$ cat config.mk
export PLATFORM = sky130hd
export DESIGN_NAME = src_conditioner
export DESIGN_NICKNAME = d
export VERILOG_FILES = /design/src/verilog/src_pkg.sv /design/src/verilog/src_conditioner.sv
export SDC_FILE = /design/constraint.sdc
export NUM_CORES = 2
export LEC_CHECK = 0
export BUFFER_PORTS_ARGS = -buffer_cell sky130_fd_sc_hd__buf_4
export CAP_MARGIN = 5
export CORE_MARGIN = 2
export CORE_UTILIZATION = 45
export CTS_CLUSTER_SIZE = 40
export DETAILED_ROUTE_END_ITERATION = 16
export PLACE_DENSITY = 0.64
export SYNTH_ARGS = -nofsm -noshare
export SYNTH_HDL_FRONTEND = slang
export SYNTH_SLANG_ARGS = --single-unit
export TNS_END_PERCENT = 30
$ cat constraint.sdc
create_clock -name CLK -period 15.7 [get_ports CLK]
set_clock_uncertainty 0.05 [all_clocks]
set_input_delay 1.57 -clock CLK [delete_from_list [all_inputs] [get_ports CLK]]
set_output_delay 1.57 -clock CLK [all_outputs]
set_load 0.05 [all_outputs]
$ cat src/verilog/src_pkg.sv
// Constants shared by the speed reference conditioner
`default_nettype none
package src_pkg;
  // Clock and timing
  localparam int CLK_PERIOD_NS  = 50;
  localparam int CTRL_PERIOD_NS = 1000000;
  localparam int CTRL_CYC       = CTRL_PERIOD_NS / CLK_PERIOD_NS;
  localparam int KEY_HOLD_MS    = 1000;
  localparam int KEY_HOLD_CYC   = KEY_HOLD_MS * (1000000 / CLK_PERIOD_NS);
  // Register byte addresses
  localparam logic [7:0] ADDR_CTRL   = 8'h00;
  localparam logic [7:0] ADDR_ACCEL  = 8'h04;
  localparam logic [7:0] ADDR_DECEL  = 8'h08;
  localparam logic [7:0] ADDR_FILT   = 8'h0C;
  localparam logic [7:0] ADDR_SCURVE = 8'h10;
  localparam logic [7:0] ADDR_OFFSET = 8'h14;
  localparam logic [7:0] ADDR_STATUS = 8'h18;
  // Control field positions
  localparam int CTRL_FORM_LSB = 0;
  localparam int CTRL_AUTO_BIT = 2;
  localparam int CTRL_MAN_BIT  = 3;
  // Time settings in ms, and reset values
  localparam logic [13:0] TIME_MAX       = 14'h2710;
  localparam logic [13:0] ACCEL_RESET    = 14'h0064;
  localparam logic [13:0] DECEL_RESET    = 14'h0064;
  localparam logic [13:0] FILT_RESET     = 14'h0000;
  localparam logic [13:0] SCURVE_RESET   = 14'h0000;
  localparam logic [15:0] OFFSET_RESET   = 16'h0000;
  // Reference full scale and saturation
  localparam logic [31:0] FULL_SCALE = 32'h0000_7FFF;
  localparam logic signed [15:0] REF_POS_MAX = 16'sh7FFF;
  localparam logic signed [15:0] REF_NEG_MAX = -16'sh7FFF;
  // Soft-start form encodings
  typedef enum logic [1:0] {
    FORM_SLOPE  = 2'h0,
    FORM_SCURVE = 2'h1,
    FORM_FIRST  = 2'h2,
    FORM_SECOND = 2'h3
  } src_form_e;
  // Key hold tracker, Gray coded
  typedef enum logic [1:0] {
    KEY_IDLE  = 2'b00,
    KEY_HOLD  = 2'b01,
    KEY_FIRED = 2'b11
  } src_key_e;
endpackage : src_pkg
`default_nettype wire

$ cat src/verilog/src_conditioner.sv
// Speed reference conditioner: offset removal, soft start, delay filter, APB registers
// Functional notes
// - Linear ramp with separate accel/decel millisecond times
// - Two-bit selector picks soft-start shape
// - Both times zero bypasses soft-start shaping
// - First-order delay filter, zero means none
// - Subtract stored zero offset from reference
// - Auto adjustment stores measured offset
// - Auto adjustment only with servo off
// - Mode key held one second starts measurement
// - Manual mode writes offset directly
// - Manual mode reads back stored offset
// - Enter held one second toggles offset display
// - Increment/decrement keys step offset by one
//
// Chosen here: the APB interface to the registers and the register addresses.
`default_nettype none
module src_conditioner
  import src_pkg::*;
#(
  parameter int CYC_PER_MS = CTRL_CYC,
  parameter int HOLD_CYC   = KEY_HOLD_CYC
)(
  input  wire logic               CLK,
  input  wire logic               RST,
  input  wire logic               CE,
  input  wire logic               PSEL,
  input  wire logic               PENABLE,
  input  wire logic               PWRITE,
  input  wire logic [7:0]         PADDR,
  input  wire logic [31:0]        PWDATA,
  output logic      [31:0]        PRDATA,
  output logic                    PREADY,
  output logic                    PSLVERR,
  input  wire logic signed [15:0] REF_IN,
  input  wire logic               SERVO_ON,
  input  wire logic               MODE_KEY,
  input  wire logic               ENTER_KEY,
  input  wire logic               INCREMENT_KEY,
  input  wire logic               DECREMENT_KEY,
  output logic signed [15:0]      SPEED_REF_OUT,
  output logic                    OFFSET_SHOWN
);
  logic [1:0]         soft_start_form_sel;
  logic               offset_auto_adjust_mode;
  logic               offset_manual_adjust_mode;
  logic [13:0]        accel_ramp_time;
  logic [13:0]        decel_ramp_time;
  logic [13:0]        ref_filter_time_const;
  logic [13:0]        scurve_rise_time;
  logic signed [15:0] offset;
  logic signed [15:0] src;
  logic signed [15:0] ramp;
  logic signed [15:0] stage_a;
  logic signed [15:0] stage_b;
  logic [31:0]        ramp_acc;
  logic [31:0]        tick_cnt;
  logic               tick;
  logic [31:0]        hold_cnt;
  src_key_e           key_st;
  logic               inc_q;
  logic               dec_q;
  logic               auto_fire;
  logic               man_fire;
  logic               wr_en;
  logic               access;
  logic               bypass;
  logic               ramp_up;
  logic [13:0]        ramp_time;
  logic [31:0]        ramp_lim;
  logic               ramp_active;
  logic [13:0]        filt_sel;
  logic signed [16:0] next_src;
  logic signed [15:0] next_stage_a;

  // Smallest shift whose power of two reaches the time constant in ms
  function automatic logic [3:0] tc_shift(input logic [13:0] t);
    logic [3:0] k;
    k = 4'h0;
    for (int i = 13; i >= 0; i--)
    begin
      if ((15'(1) << i) < {1'b0, t} && k == 4'h0)
        k = 4'(i + 1);
    end
    return k;
  endfunction : tc_shift

  // One first-order step toward the input
  function automatic logic signed [15:0] lag(input logic signed [15:0] y,
                                             input logic signed [15:0] x,
                                             input logic [13:0] t);
    logic signed [16:0] d;
    d = 17'(x) - 17'(y);
    return 16'(17'(y) + (d >>> tc_shift(t)));
  endfunction : lag

  // Clamp a time setting to its legal range
  function automatic logic [13:0] clamp_t(input logic [31:0] v);
    return (v > 32'(TIME_MAX)) ? TIME_MAX : v[13:0];
  endfunction : clamp_t

  assign access      = PSEL && PENABLE && !PREADY;
  assign wr_en       = CE && access && PWRITE;
  assign bypass      = (accel_ramp_time == 14'h0000) && (decel_ramp_time == 14'h0000);
  assign ramp_up     = src > ramp;
  assign ramp_time   = ((ramp >= 0) == ramp_up) ? accel_ramp_time : decel_ramp_time;
  assign ramp_lim    = 32'(ramp_time) * 32'(CYC_PER_MS);
  assign ramp_active = !bypass && (ramp_time != 14'h0000) && (src != ramp);
  assign filt_sel    = ((stage_a >= 0) == (ramp > stage_a)) ? accel_ramp_time : decel_ramp_time;
  assign tick        = CE && (tick_cnt == 32'(CYC_PER_MS - 1));
  assign next_src    = 17'(REF_IN) - 17'(offset);

  // Control cycle timer, one tick per millisecond
  always_ff @(posedge CLK or posedge RST)
  begin
    if (RST)
      tick_cnt <= 32'h0000_0000;
    else if (CE)
      tick_cnt <= tick ? 32'h0000_0000 : tick_cnt + 32'h0000_0001;
  end

  // APB handshake: ready in the second access cycle, error on unmapped address
  always_ff @(posedge CLK or posedge RST)
  begin
    if (RST)
    begin
      PREADY  <= 1'b0;
      PSLVERR <= 1'b0;
      PRDATA  <= 32'h0000_0000;
    end
    else if (CE)
    begin
      PREADY  <= access;
      PSLVERR <= 1'b0;
      PRDATA  <= 32'h0000_0000;
      if (access)
      begin
        unique case (PADDR)
          ADDR_CTRL:   PRDATA <= 32'({offset_manual_adjust_mode, offset_auto_adjust_mode,
                                      soft_start_form_sel});
          ADDR_ACCEL:  PRDATA <= 32'(accel_ramp_time);
          ADDR_DECEL:  PRDATA <= 32'(decel_ramp_time);
          ADDR_FILT:   PRDATA <= 32'(ref_filter_time_const);
          ADDR_SCURVE: PRDATA <= 32'(scurve_rise_time);
          ADDR_OFFSET: PRDATA <= 32'(unsigned'(offset));
          ADDR_STATUS: PRDATA <= {14'h0000, OFFSET_SHOWN, SERVO_ON, SPEED_REF_OUT};
          default:     PSLVERR <= 1'b1;
        endcase
      end
    end
  end

  // Configuration registers
  always_ff @(posedge CLK or posedge RST)
  begin
    if (RST)
    begin
      soft_start_form_sel       <= FORM_SLOPE;
      offset_auto_adjust_mode   <= 1'b0;
      offset_manual_adjust_mode <= 1'b0;
      accel_ramp_time           <= ACCEL_RESET;
      decel_ramp_time           <= DECEL_RESET;
      ref_filter_time_const     <= FILT_RESET;
      scurve_rise_time          <= SCURVE_RESET;
    end
    else if (wr_en)
    begin
      unique case (PADDR)
        ADDR_CTRL:
        begin
          soft_start_form_sel       <= PWDATA[CTRL_FORM_LSB +: 2];
          offset_auto_adjust_mode   <= PWDATA[CTRL_AUTO_BIT] && !PWDATA[CTRL_MAN_BIT];
          offset_manual_adjust_mode <= PWDATA[CTRL_MAN_BIT];
        end
        ADDR_ACCEL:  accel_ramp_time       <= clamp_t(PWDATA);
        ADDR_DECEL:  decel_ramp_time       <= clamp_t(PWDATA);
        ADDR_FILT:   ref_filter_time_const <= clamp_t(PWDATA);
        ADDR_SCURVE: scurve_rise_time      <= clamp_t(PWDATA);
        default:     ;
      endcase
    end
  end

  // Key hold tracker: fires once per hold of one second
  always_ff @(posedge CLK or posedge RST)
  begin
    if (RST)
    begin
      key_st   <= KEY_IDLE;
      hold_cnt <= 32'h0000_0000;
    end
    else if (CE)
    begin
      unique case (key_st)
        KEY_IDLE:
        begin
          hold_cnt <= 32'h0000_0000;
          if ((offset_auto_adjust_mode && MODE_KEY) ||
              (offset_manual_adjust_mode && ENTER_KEY && SERVO_ON))
            key_st <= KEY_HOLD;
        end
        KEY_HOLD:
        begin
          hold_cnt <= hold_cnt + 32'h0000_0001;
          if (!(MODE_KEY || ENTER_KEY))
            key_st <= KEY_IDLE;
          else if (hold_cnt == 32'(HOLD_CYC - 2))
            key_st <= KEY_FIRED;
        end
        KEY_FIRED:
          if (!(MODE_KEY || ENTER_KEY))
            key_st <= KEY_IDLE;
        default:
          key_st <= KEY_IDLE;
      endcase
    end
  end

  assign auto_fire = CE && key_st == KEY_HOLD && hold_cnt == 32'(HOLD_CYC - 2) &&
                     offset_auto_adjust_mode && MODE_KEY && !SERVO_ON;
  assign man_fire  = CE && key_st == KEY_HOLD && hold_cnt == 32'(HOLD_CYC - 2) &&
                     offset_manual_adjust_mode && ENTER_KEY && SERVO_ON;

  // Offset store: measured, written by software, or stepped by keys
  always_ff @(posedge CLK or posedge RST)
  begin
    if (RST)
    begin
      offset       <= OFFSET_RESET;
      OFFSET_SHOWN <= 1'b0;
      inc_q        <= 1'b0;
      dec_q        <= 1'b0;
    end
    else if (CE)
    begin
      inc_q <= INCREMENT_KEY;
      dec_q <= DECREMENT_KEY;
      if (!offset_manual_adjust_mode || !SERVO_ON)
        OFFSET_SHOWN <= 1'b0;
      else if (man_fire)
        OFFSET_SHOWN <= !OFFSET_SHOWN;
      if (auto_fire)
        offset <= REF_IN;
      else if (wr_en && PADDR == ADDR_OFFSET && offset_manual_adjust_mode)
        offset <= PWDATA[15:0];
      else if (OFFSET_SHOWN && INCREMENT_KEY && !inc_q && offset != REF_POS_MAX)
        offset <= offset + 16'sh0001;
      else if (OFFSET_SHOWN && DECREMENT_KEY && !dec_q && offset != REF_NEG_MAX)
        offset <= offset - 16'sh0001;
    end
  end

  // Offset-corrected sample taken each control cycle
  always_ff @(posedge CLK or posedge RST)
  begin
    if (RST)
      src <= 16'sh0000;
    else if (tick)
    begin
      if (next_src > 17'(REF_POS_MAX))
        src <= REF_POS_MAX;
      else if (next_src < 17'(REF_NEG_MAX))
        src <= REF_NEG_MAX;
      else
        src <= 16'(next_src);
    end
  end

  // Linear ramp: one step per full-scale share of the time setting
  always_ff @(posedge CLK or posedge RST)
  begin
    if (RST)
    begin
      ramp     <= 16'sh0000;
      ramp_acc <= 32'h0000_0000;
    end
    else if (CE)
    begin
      if (bypass || ramp_time == 14'h0000 ||
          soft_start_form_sel == FORM_FIRST || soft_start_form_sel == FORM_SECOND)
      begin
        ramp     <= src;
        ramp_acc <= 32'h0000_0000;
      end
      else if (ramp_active)
      begin
        if (ramp_acc + FULL_SCALE >= ramp_lim)
        begin
          ramp_acc <= ramp_acc + FULL_SCALE - ramp_lim;
          ramp     <= ramp_up ? ramp + 16'sh0001 : ramp - 16'sh0001;
        end
        else
          ramp_acc <= ramp_acc + FULL_SCALE;
      end
      else
        ramp_acc <= 32'h0000_0000;
    end
  end

  // Shape selection after the ramp
  always_comb
  begin
    next_stage_a = ramp;
    if (!bypass)
    begin
      unique case (soft_start_form_sel)
        FORM_SLOPE:  next_stage_a = ramp;
        FORM_SCURVE: next_stage_a = lag(stage_a, ramp, scurve_rise_time);
        FORM_FIRST:  next_stage_a = lag(stage_a, ramp, filt_sel);
        FORM_SECOND: next_stage_a = lag(stage_a, ramp, filt_sel);
      endcase
    end
  end

  // Shaping stages and delay filter, once per control cycle
  always_ff @(posedge CLK or posedge RST)
  begin
    if (RST)
    begin
      stage_a       <= 16'sh0000;
      stage_b       <= 16'sh0000;
      SPEED_REF_OUT <= 16'sh0000;
    end
    else if (tick)
    begin
      stage_a <= next_stage_a;
      if (!bypass && soft_start_form_sel == FORM_SECOND)
        stage_b <= lag(stage_b, stage_a, filt_sel);
      else
        stage_b <= next_stage_a;
      SPEED_REF_OUT <= lag(SPEED_REF_OUT, stage_b, ref_filter_time_const);
    end
  end

  // Checks
  a_ramp_rate: assert property (@(posedge CLK) disable iff (RST)
    ramp_active && CE && soft_start_form_sel == FORM_SLOPE |=>
      (ramp - $past(ramp) <= 16'sh0001) && ($past(ramp) - ramp <= 16'sh0001))
    else $error("ramp moved more than one step");
  a_slope_pass: assert property (@(posedge CLK) disable iff (RST)
    tick && soft_start_form_sel == FORM_SLOPE |=> stage_a == $past(ramp))
    else $error("slope form altered ramp");
  a_bypass_pass: assert property (@(posedge CLK) disable iff (RST)
    CE && bypass |=> ramp == $past(src))
    else $error("bypass did not pass reference");
  a_filter_off: assert property (@(posedge CLK) disable iff (RST)
    tick && ref_filter_time_const == 14'h0000 |=> SPEED_REF_OUT == $past(stage_b))
    else $error("zero filter time still filtered");
  a_offset_sub: assert property (@(posedge CLK) disable iff (RST)
    tick && REF_IN == offset |=> src == 16'sh0000)
    else $error("zero reference not nulled");
  a_auto_store: assert property (@(posedge CLK) disable iff (RST)
    auto_fire |=> offset == $past(REF_IN))
    else $error("auto offset not stored");
  a_auto_servo: assert property (@(posedge CLK) disable iff (RST)
    CE && SERVO_ON |-> !auto_fire)
    else $error("auto adjust with servo on");
  a_show_toggle: assert property (@(posedge CLK) disable iff (RST)
    man_fire |=> OFFSET_SHOWN != $past(OFFSET_SHOWN))
    else $error("display did not toggle");
  a_inc_step: assert property (@(posedge CLK) disable iff (RST)
    CE && OFFSET_SHOWN && INCREMENT_KEY && !inc_q && !auto_fire && !wr_en &&
      offset != REF_POS_MAX |=> offset == $past(offset) + 16'sh0001)
    else $error("increment did not step offset");
  c_auto: cover property (@(posedge CLK) disable iff (RST) auto_fire);
  c_show: cover property (@(posedge CLK) disable iff (RST) man_fire ##1 OFFSET_SHOWN);
  c_ramp: cover property (@(posedge CLK) disable iff (RST) ramp_active [*4]);
endmodule : src_conditioner
`default_nettype wire

== Word level (Yosys, flattened, before mapping) ==
Cells that the tools add are included.
Widths: inputs -> output; s select.
Storage, ports and cells
  register bits after elaboration: 291
  input port bits: 67
  output and inout port bits: 51
  logic and storage cells: 539
Cells by class
  $add $sub $neg: 17
  multiply operators: 1
  $lt $le $gt $ge: 50
  equal/unequal tests: 21
  shift-type cells: 5
  multiplexer cells: 226
  reduce and logical (&&, ||, !) cells: 196
Operators with widths (number)
  $mux 4: 194
  $logic_not 4->1: 65
  $mux 16: 12
  $mux 32: 4
  $pmux 18 s7: 1
  $logic_and 1x1->1: 94
  $sshr 17x4->16: 5
  $add 16x16->16: 5
  $sub 16x16->17: 4
  $add 32x1->32 const B: 2
  $pmux 16 s4: 1
  $pmux 32 s2: 1
  $logic_not 14->1: 3
  $lt 1x14->1 const A: 3
  $lt 10x14->1 const A: 3
  $lt 11x14->1 const A: 3
  $lt 12x14->1 const A: 3
  $lt 13x14->1 const A: 3
  $lt 14x14->1 const A: 3
  $lt 2x14->1 const A: 3
  $lt 3x14->1 const A: 3
  $lt 4x14->1 const A: 3
  $lt 5x14->1 const A: 3
  $lt 6x14->1 const A: 3
  42 further kinds: 92

== Depth between registers and ports, before layout ==
  depth in word-level cells: 77
  mapped depth: 43

== Least setup slack after synthesis ==
Ideal clock, no wire load.
  path type: register to register
  start: register ramp[1]
  end: register ramp_acc[8]
  library setup time: 0.141 ns
  data arrival time: 9.341 ns
  required time: 15.509 ns
  setup slack: 6.168 ns
  stages on the path, launching flop included: 44
  buffers on the path: 2
  clock period less this slack: 9.532 ns
  path through: dfrtp_1 > inv_1 > ha_1 > nor2b_1 > o21a_1 > o21a_1 > o21ai_0 > a211o_1 > a21oi_1 > a41oi_1 > nand2_1 > xnor2_1 > clkbuf_1 > mux2_2 > inv_1 > fa_1 > inv_1 > ha_1 > [8 not listed] > o21ai_0 > a21oi_1 > o21ai_0 > a21oi_1 > o21ai_0 > nand2b_1 > xnor2_1 > ha_1 > a21o_1 > a21oi_1 > nand2_1 > o2111ai_1 > a21oi_1 > o31ai_1 > nand2_1 > clkbuf_1 > mux2i_1 > o22ai_1
On the way
  word-level cells in the longest chain between the ends: 8
  elaborated cells on any way between the ends: 18
  those cells by class: add/sub (1); mul (1); order compare (3); eq/ne (2); mux (4); reduce/logical (7)
Ends and longest elaborated chain
  from (decl): line src_conditioner.sv:53  | logic signed [15:0] ramp;
  from (signal assigned): line src_conditioner.sv:282  | ramp <= src;
  from (signal assigned): line src_conditioner.sv:290  | ramp <= ramp_up ? ramp + 16'sh0001 : ramp - 16'sh0001;
  $ge 16x1->1 / $gt 16x16->1 (equally long branches): line src_conditioner.sv:106, src_conditioner.sv:105
  $eq 1x1->1: line src_conditioner.sv:106  | assign ramp_time = ((ramp >= 0) == ramp_up) ? accel_ramp_time : decel_ramp_time;
  $mux 14: line src_conditioner.sv:106
  $mul 14x10->24 (tied with other cells): line src_conditioner.sv:107  | assign ramp_lim = 32'(ramp_time) * 32'(CYC_PER_MS);
  $sub 32x29->32 (tied with other cells): line src_conditioner.sv:289  | ramp_acc <= ramp_acc + FULL_SCALE - ramp_lim;
  $mux 32 (tied with other cells): line src_conditioner.sv:287  | if (ramp_acc + FULL_SCALE >= ramp_lim)
  $mux 32 / $logic_or 1x1->1 (equally long branches): line src_conditioner.sv:285, src_conditioner.sv:280
  $mux 32 (*): line src_conditioner.sv:279  | if (bypass || ramp_time == 14'h0000 ||
  to (signal assigned): line src_conditioner.sv:289
  to (signal assigned): line src_conditioner.sv:293  | ramp_acc <= ramp_acc + FULL_SCALE;
  to (decl): line src_conditioner.sv:56  | logic [31:0] ramp_acc;
Every way passes the cells marked *; elsewhere a longest branch is shown, timed or not.
A chain may end at the register's enable or synchronous reset.

== Worst setup path after layout ==
  start: register ramp[1]
  end: register ramp_acc[5]
The elaborated chain is that of the path after synthesis.

==> impl_metrics.tcl <==
set metrics [dict create \
    min_path_type "flip-flop to flip-flop" \
    cts_tree "done" \
    setup_viol 0 \
    grt_pass1_wl_mm 132.2 \
    slew_headroom_pct 22.54 \
    rsz0062_at_grt "false" \
    synth_ff_type "dfrtp_1" \
    hold_viol 0 \
    routed_via_density 5.899 \
    synth_top_family_by_area "compound AO/OA/AOI/OAI gates" \
    drv_cap 0 \
    htreeDepth 2 \
    antenna_left 0 \
    grt_pass1_vias 23640 \
    cp_max_fo 25 \
    postSynthAreaPerCell_um2 8.138 \
    design_area_mm2 0.03055 \
    leakagePower_nw 14.15 \
    num_rows 91 \
    wl_mm 83.97 \
    synth_xor_area_share_pct 6.715 \
    drc 0 \
    worstPathArrival_ns 10.38 \
    synth-async-reset-ratio_pct 100.0 \
    drt_iter0_drc 1692 \
    area_delta_synth_final_pct 9.944 \
    synth.area.mux_share_pct 7.287 \
    core_mm2 0.06137 \
    clock_latency_ns 0.59 \
    multi_input_area_mm2 0.01929 \
    overflow 0 \
    place_congestion 0.9428 \
    ir_worst_vdd_uv 74.65 \
    run_status "finished clean" \
    numCtsBuffers 38 \
    cp-end-kind "flip-flop" \
    die_area_mm2 0.06374 \
    crit_path_top_delay_cell "o31ai_1" \
    finalSetupTns_ns 0 \
    syn_area_mm2 0.02778 \
    cp_common_cell "ha_1" \
    nets 3815 \
    maxSlewViolCount 0 \
    drt-pass1-iter-count 5 \
    cp-start-kind "flip-flop" \
    initial_core_util_pct 45.27 \
    ctsResizeCount 0 \
    vias 25220 \
    die_w_um 252.5 \
    wl_per_cell_um 19.64 \
    stdcell_count 4276 \
    synthCells 3414 \
    post-route-min-period_ns 9.946 \
    synth_edf_count 0 \
    antenna_found_initial 2 \
    hold_buffers 0 \
    drive_above_1_share_pct 8.723 \
    fillers 5963 \
    post_cts_buffers 0 \
    layout_common_cells "378 x nand2_1, 285 x o21ai_0, 271 x dfrtp_1, 257 x inv_1, 253 x ha_1" \
    dieHeight_um 252.5 \
    synth.ff_latch_count 277 \
    criticalPathCategory "flip-flop to flip-flop" \
    grt_max_degree 160 \
    ys_seq_area_share_pct 24.98 \
    fin_crit_sh_pct 63.35 \
    ys_types 99 \
    post_dp_cell_area_mm2 0.02921 \
    yosysWarnings 0 \
    seqCellArea_mm2 0.006939 \
    clock-sinks 277 \
    worstPathRequired_ns 16.13 \
    fmax_mhz 100.5 \
    slowest_delay_ns 0.66 \
    io_buffers 103 \
    grtUsageTotal_pct 26.08 \
    top_level_ports 118 \
    worstMarginPinSlew_ns 1.156 \
    synthAdderAreaFrac_pct 14.28 \
    synth-simple-area-share_pct 18.12 \
    p_per_area_mw_per_mm2 70.54 \
    layout_commonest_cell "nand2_1" \
    dp_hpwl_mm 64.43 \
    synth-compound-area-share_pct 22.78 \
    clockBufferDepth 3 \
    clock-root-buffer "clkbuf_16" \
    dpl.cell_count 4206 \
    cts.clk_slew.worst_paths_ns 0.06 \
]
==> metrics by stage <==
step | setup WS, ns | hold WS (ns) | utilization [%] | power, mW
2_1_floorplan | 6.168 | 0.4168 | - | 1.122
3_3_place_gp | 6.061 | 0.4206 | 47.59 | 1.233
3_5_place_dp | 5.933 | 0.4284 | 47.59 | 1.234
4_1_cts | 5.874 | 0.4415 | 49.77 | 2.169
5_1_grt | 4.912 | 0.4539 | 49.77 | 2.252
6_report | 5.754 | 0.4414 | 49.77 | 2.155
==> sequential cells by signal, summed over array words and instances (netlist names), 14 cells and up <==
signal	flops
ramp	16
src	16
ref_filter_time_const	14
decel_ramp_time	14
stage_b	16
stage_a	16
ramp_acc	32
PRDATA	18
hold_cnt	32
scurve_rise_time	14
accel_ramp_time	14
SPEED_REF_OUT	16
tick_cnt	32
offset	16
==> worst paths after layout <==
kind                           start            to  cells after the start  slack [ns]
setup / recovery             ramp[1]   ramp_acc[5]                     43        5.75
hold reg to reg            PRDATA[4]     PRDATA[4]                      1        0.44
max in group asynchronous        RST       ramp[4]                      3       13.00
hold / removal             PRDATA[4]     PRDATA[4]                      1        0.44
min in group asynchronous        RST  tick_cnt[30]                      2        1.12
setup reg to reg             ramp[1]   ramp_acc[5]                     43        5.75
==> critical path, delay by kind of cell, from the launching register on <==
family | cells | cell delay (ns)
AO/OA/AOI/OAI | 18 | 3.95
XOR/XNOR | 2 | 0.38
adder cells (fa/ha/maj) | 8 | 2.64
buffers and inverters | 8 | 1.24
flip-flops | 1 | 0.50
multiplexers | 2 | 0.57
AND/OR/NAND/NOR | 5 | 0.49
==> final cells by class <==
class	count	area share, %
clock inverter	21	0.9421
inverter	260	3.220
sequential	277	22.72
clock buffer	48	3.433
timing repair buffer	132	3.285
antenna	1	0.008192
multi-input combinational	2747	63.16
tap	790	3.236
==> power by group <==
group	internal, mW	leakage, nW	switching [mW]
clock	0.548	0.645	0.379
combinational	0.196	9.78	0.279
sequential	0.731	3.73	0.0220
total	1.47	14.2	0.680
==> synth_stat cells (20+ instances only) <==
cell         n  area (um2)
nand2_1    378        1419
o21ai_0    286        1431
dfrtp_1    271        6782
inv_1      258       968.4
ha_1       253        3166
nor2_1     231       867.1
a21oi_1    220        1101
mux2i_1    149        1491
xnor2_1    132        1156
clkbuf_1   106       397.9
xor2_1      81       709.4
nand3_1     72       360.4
a21o_1      65       488.0
nor3_1      62       310.3
nor4_1      45       281.5
a211oi_1    42       315.3
mux2_2      42       473.0
nand4_1     42       262.8
fa_1        39       780.8
nor2b_1     39       244.0
o2bb2ai_1   38       332.8
a31oi_1     32       200.2
nand2b_1    32       200.2
o31ai_1     29       217.7
o21a_1      28       210.2
o21bai_1    28       210.2
or3_1       27       168.9
and3_1      26       162.7
o22ai_1     22       137.6
a22o_1      21       183.9
or2_2       20       125.1
==> cell families after synthesis <==
| family | Yosys count |
|---|---|
| buf+inv | 403 |
| xor+xnor | 213 |
| mux | 194 |
| other cells | 1 |
| compound gates | 978 |
| fa+ha+maj | 294 |
| simple gates | 1054 |
| flops | 277 |
==> per-layer routing <==
layer / vias to the layer above / global-route usage [%] / wire, um
met2: 711 / 42.24 / 38350
met3: 174 / 3.790 / 4608
li1: 12420 / - / -
met1: 11920 / 34.43 / 37060
met4: 2 / 11.87 / 3944
met5: - / 0 / 10
Power figures use the tool's default switching activity.
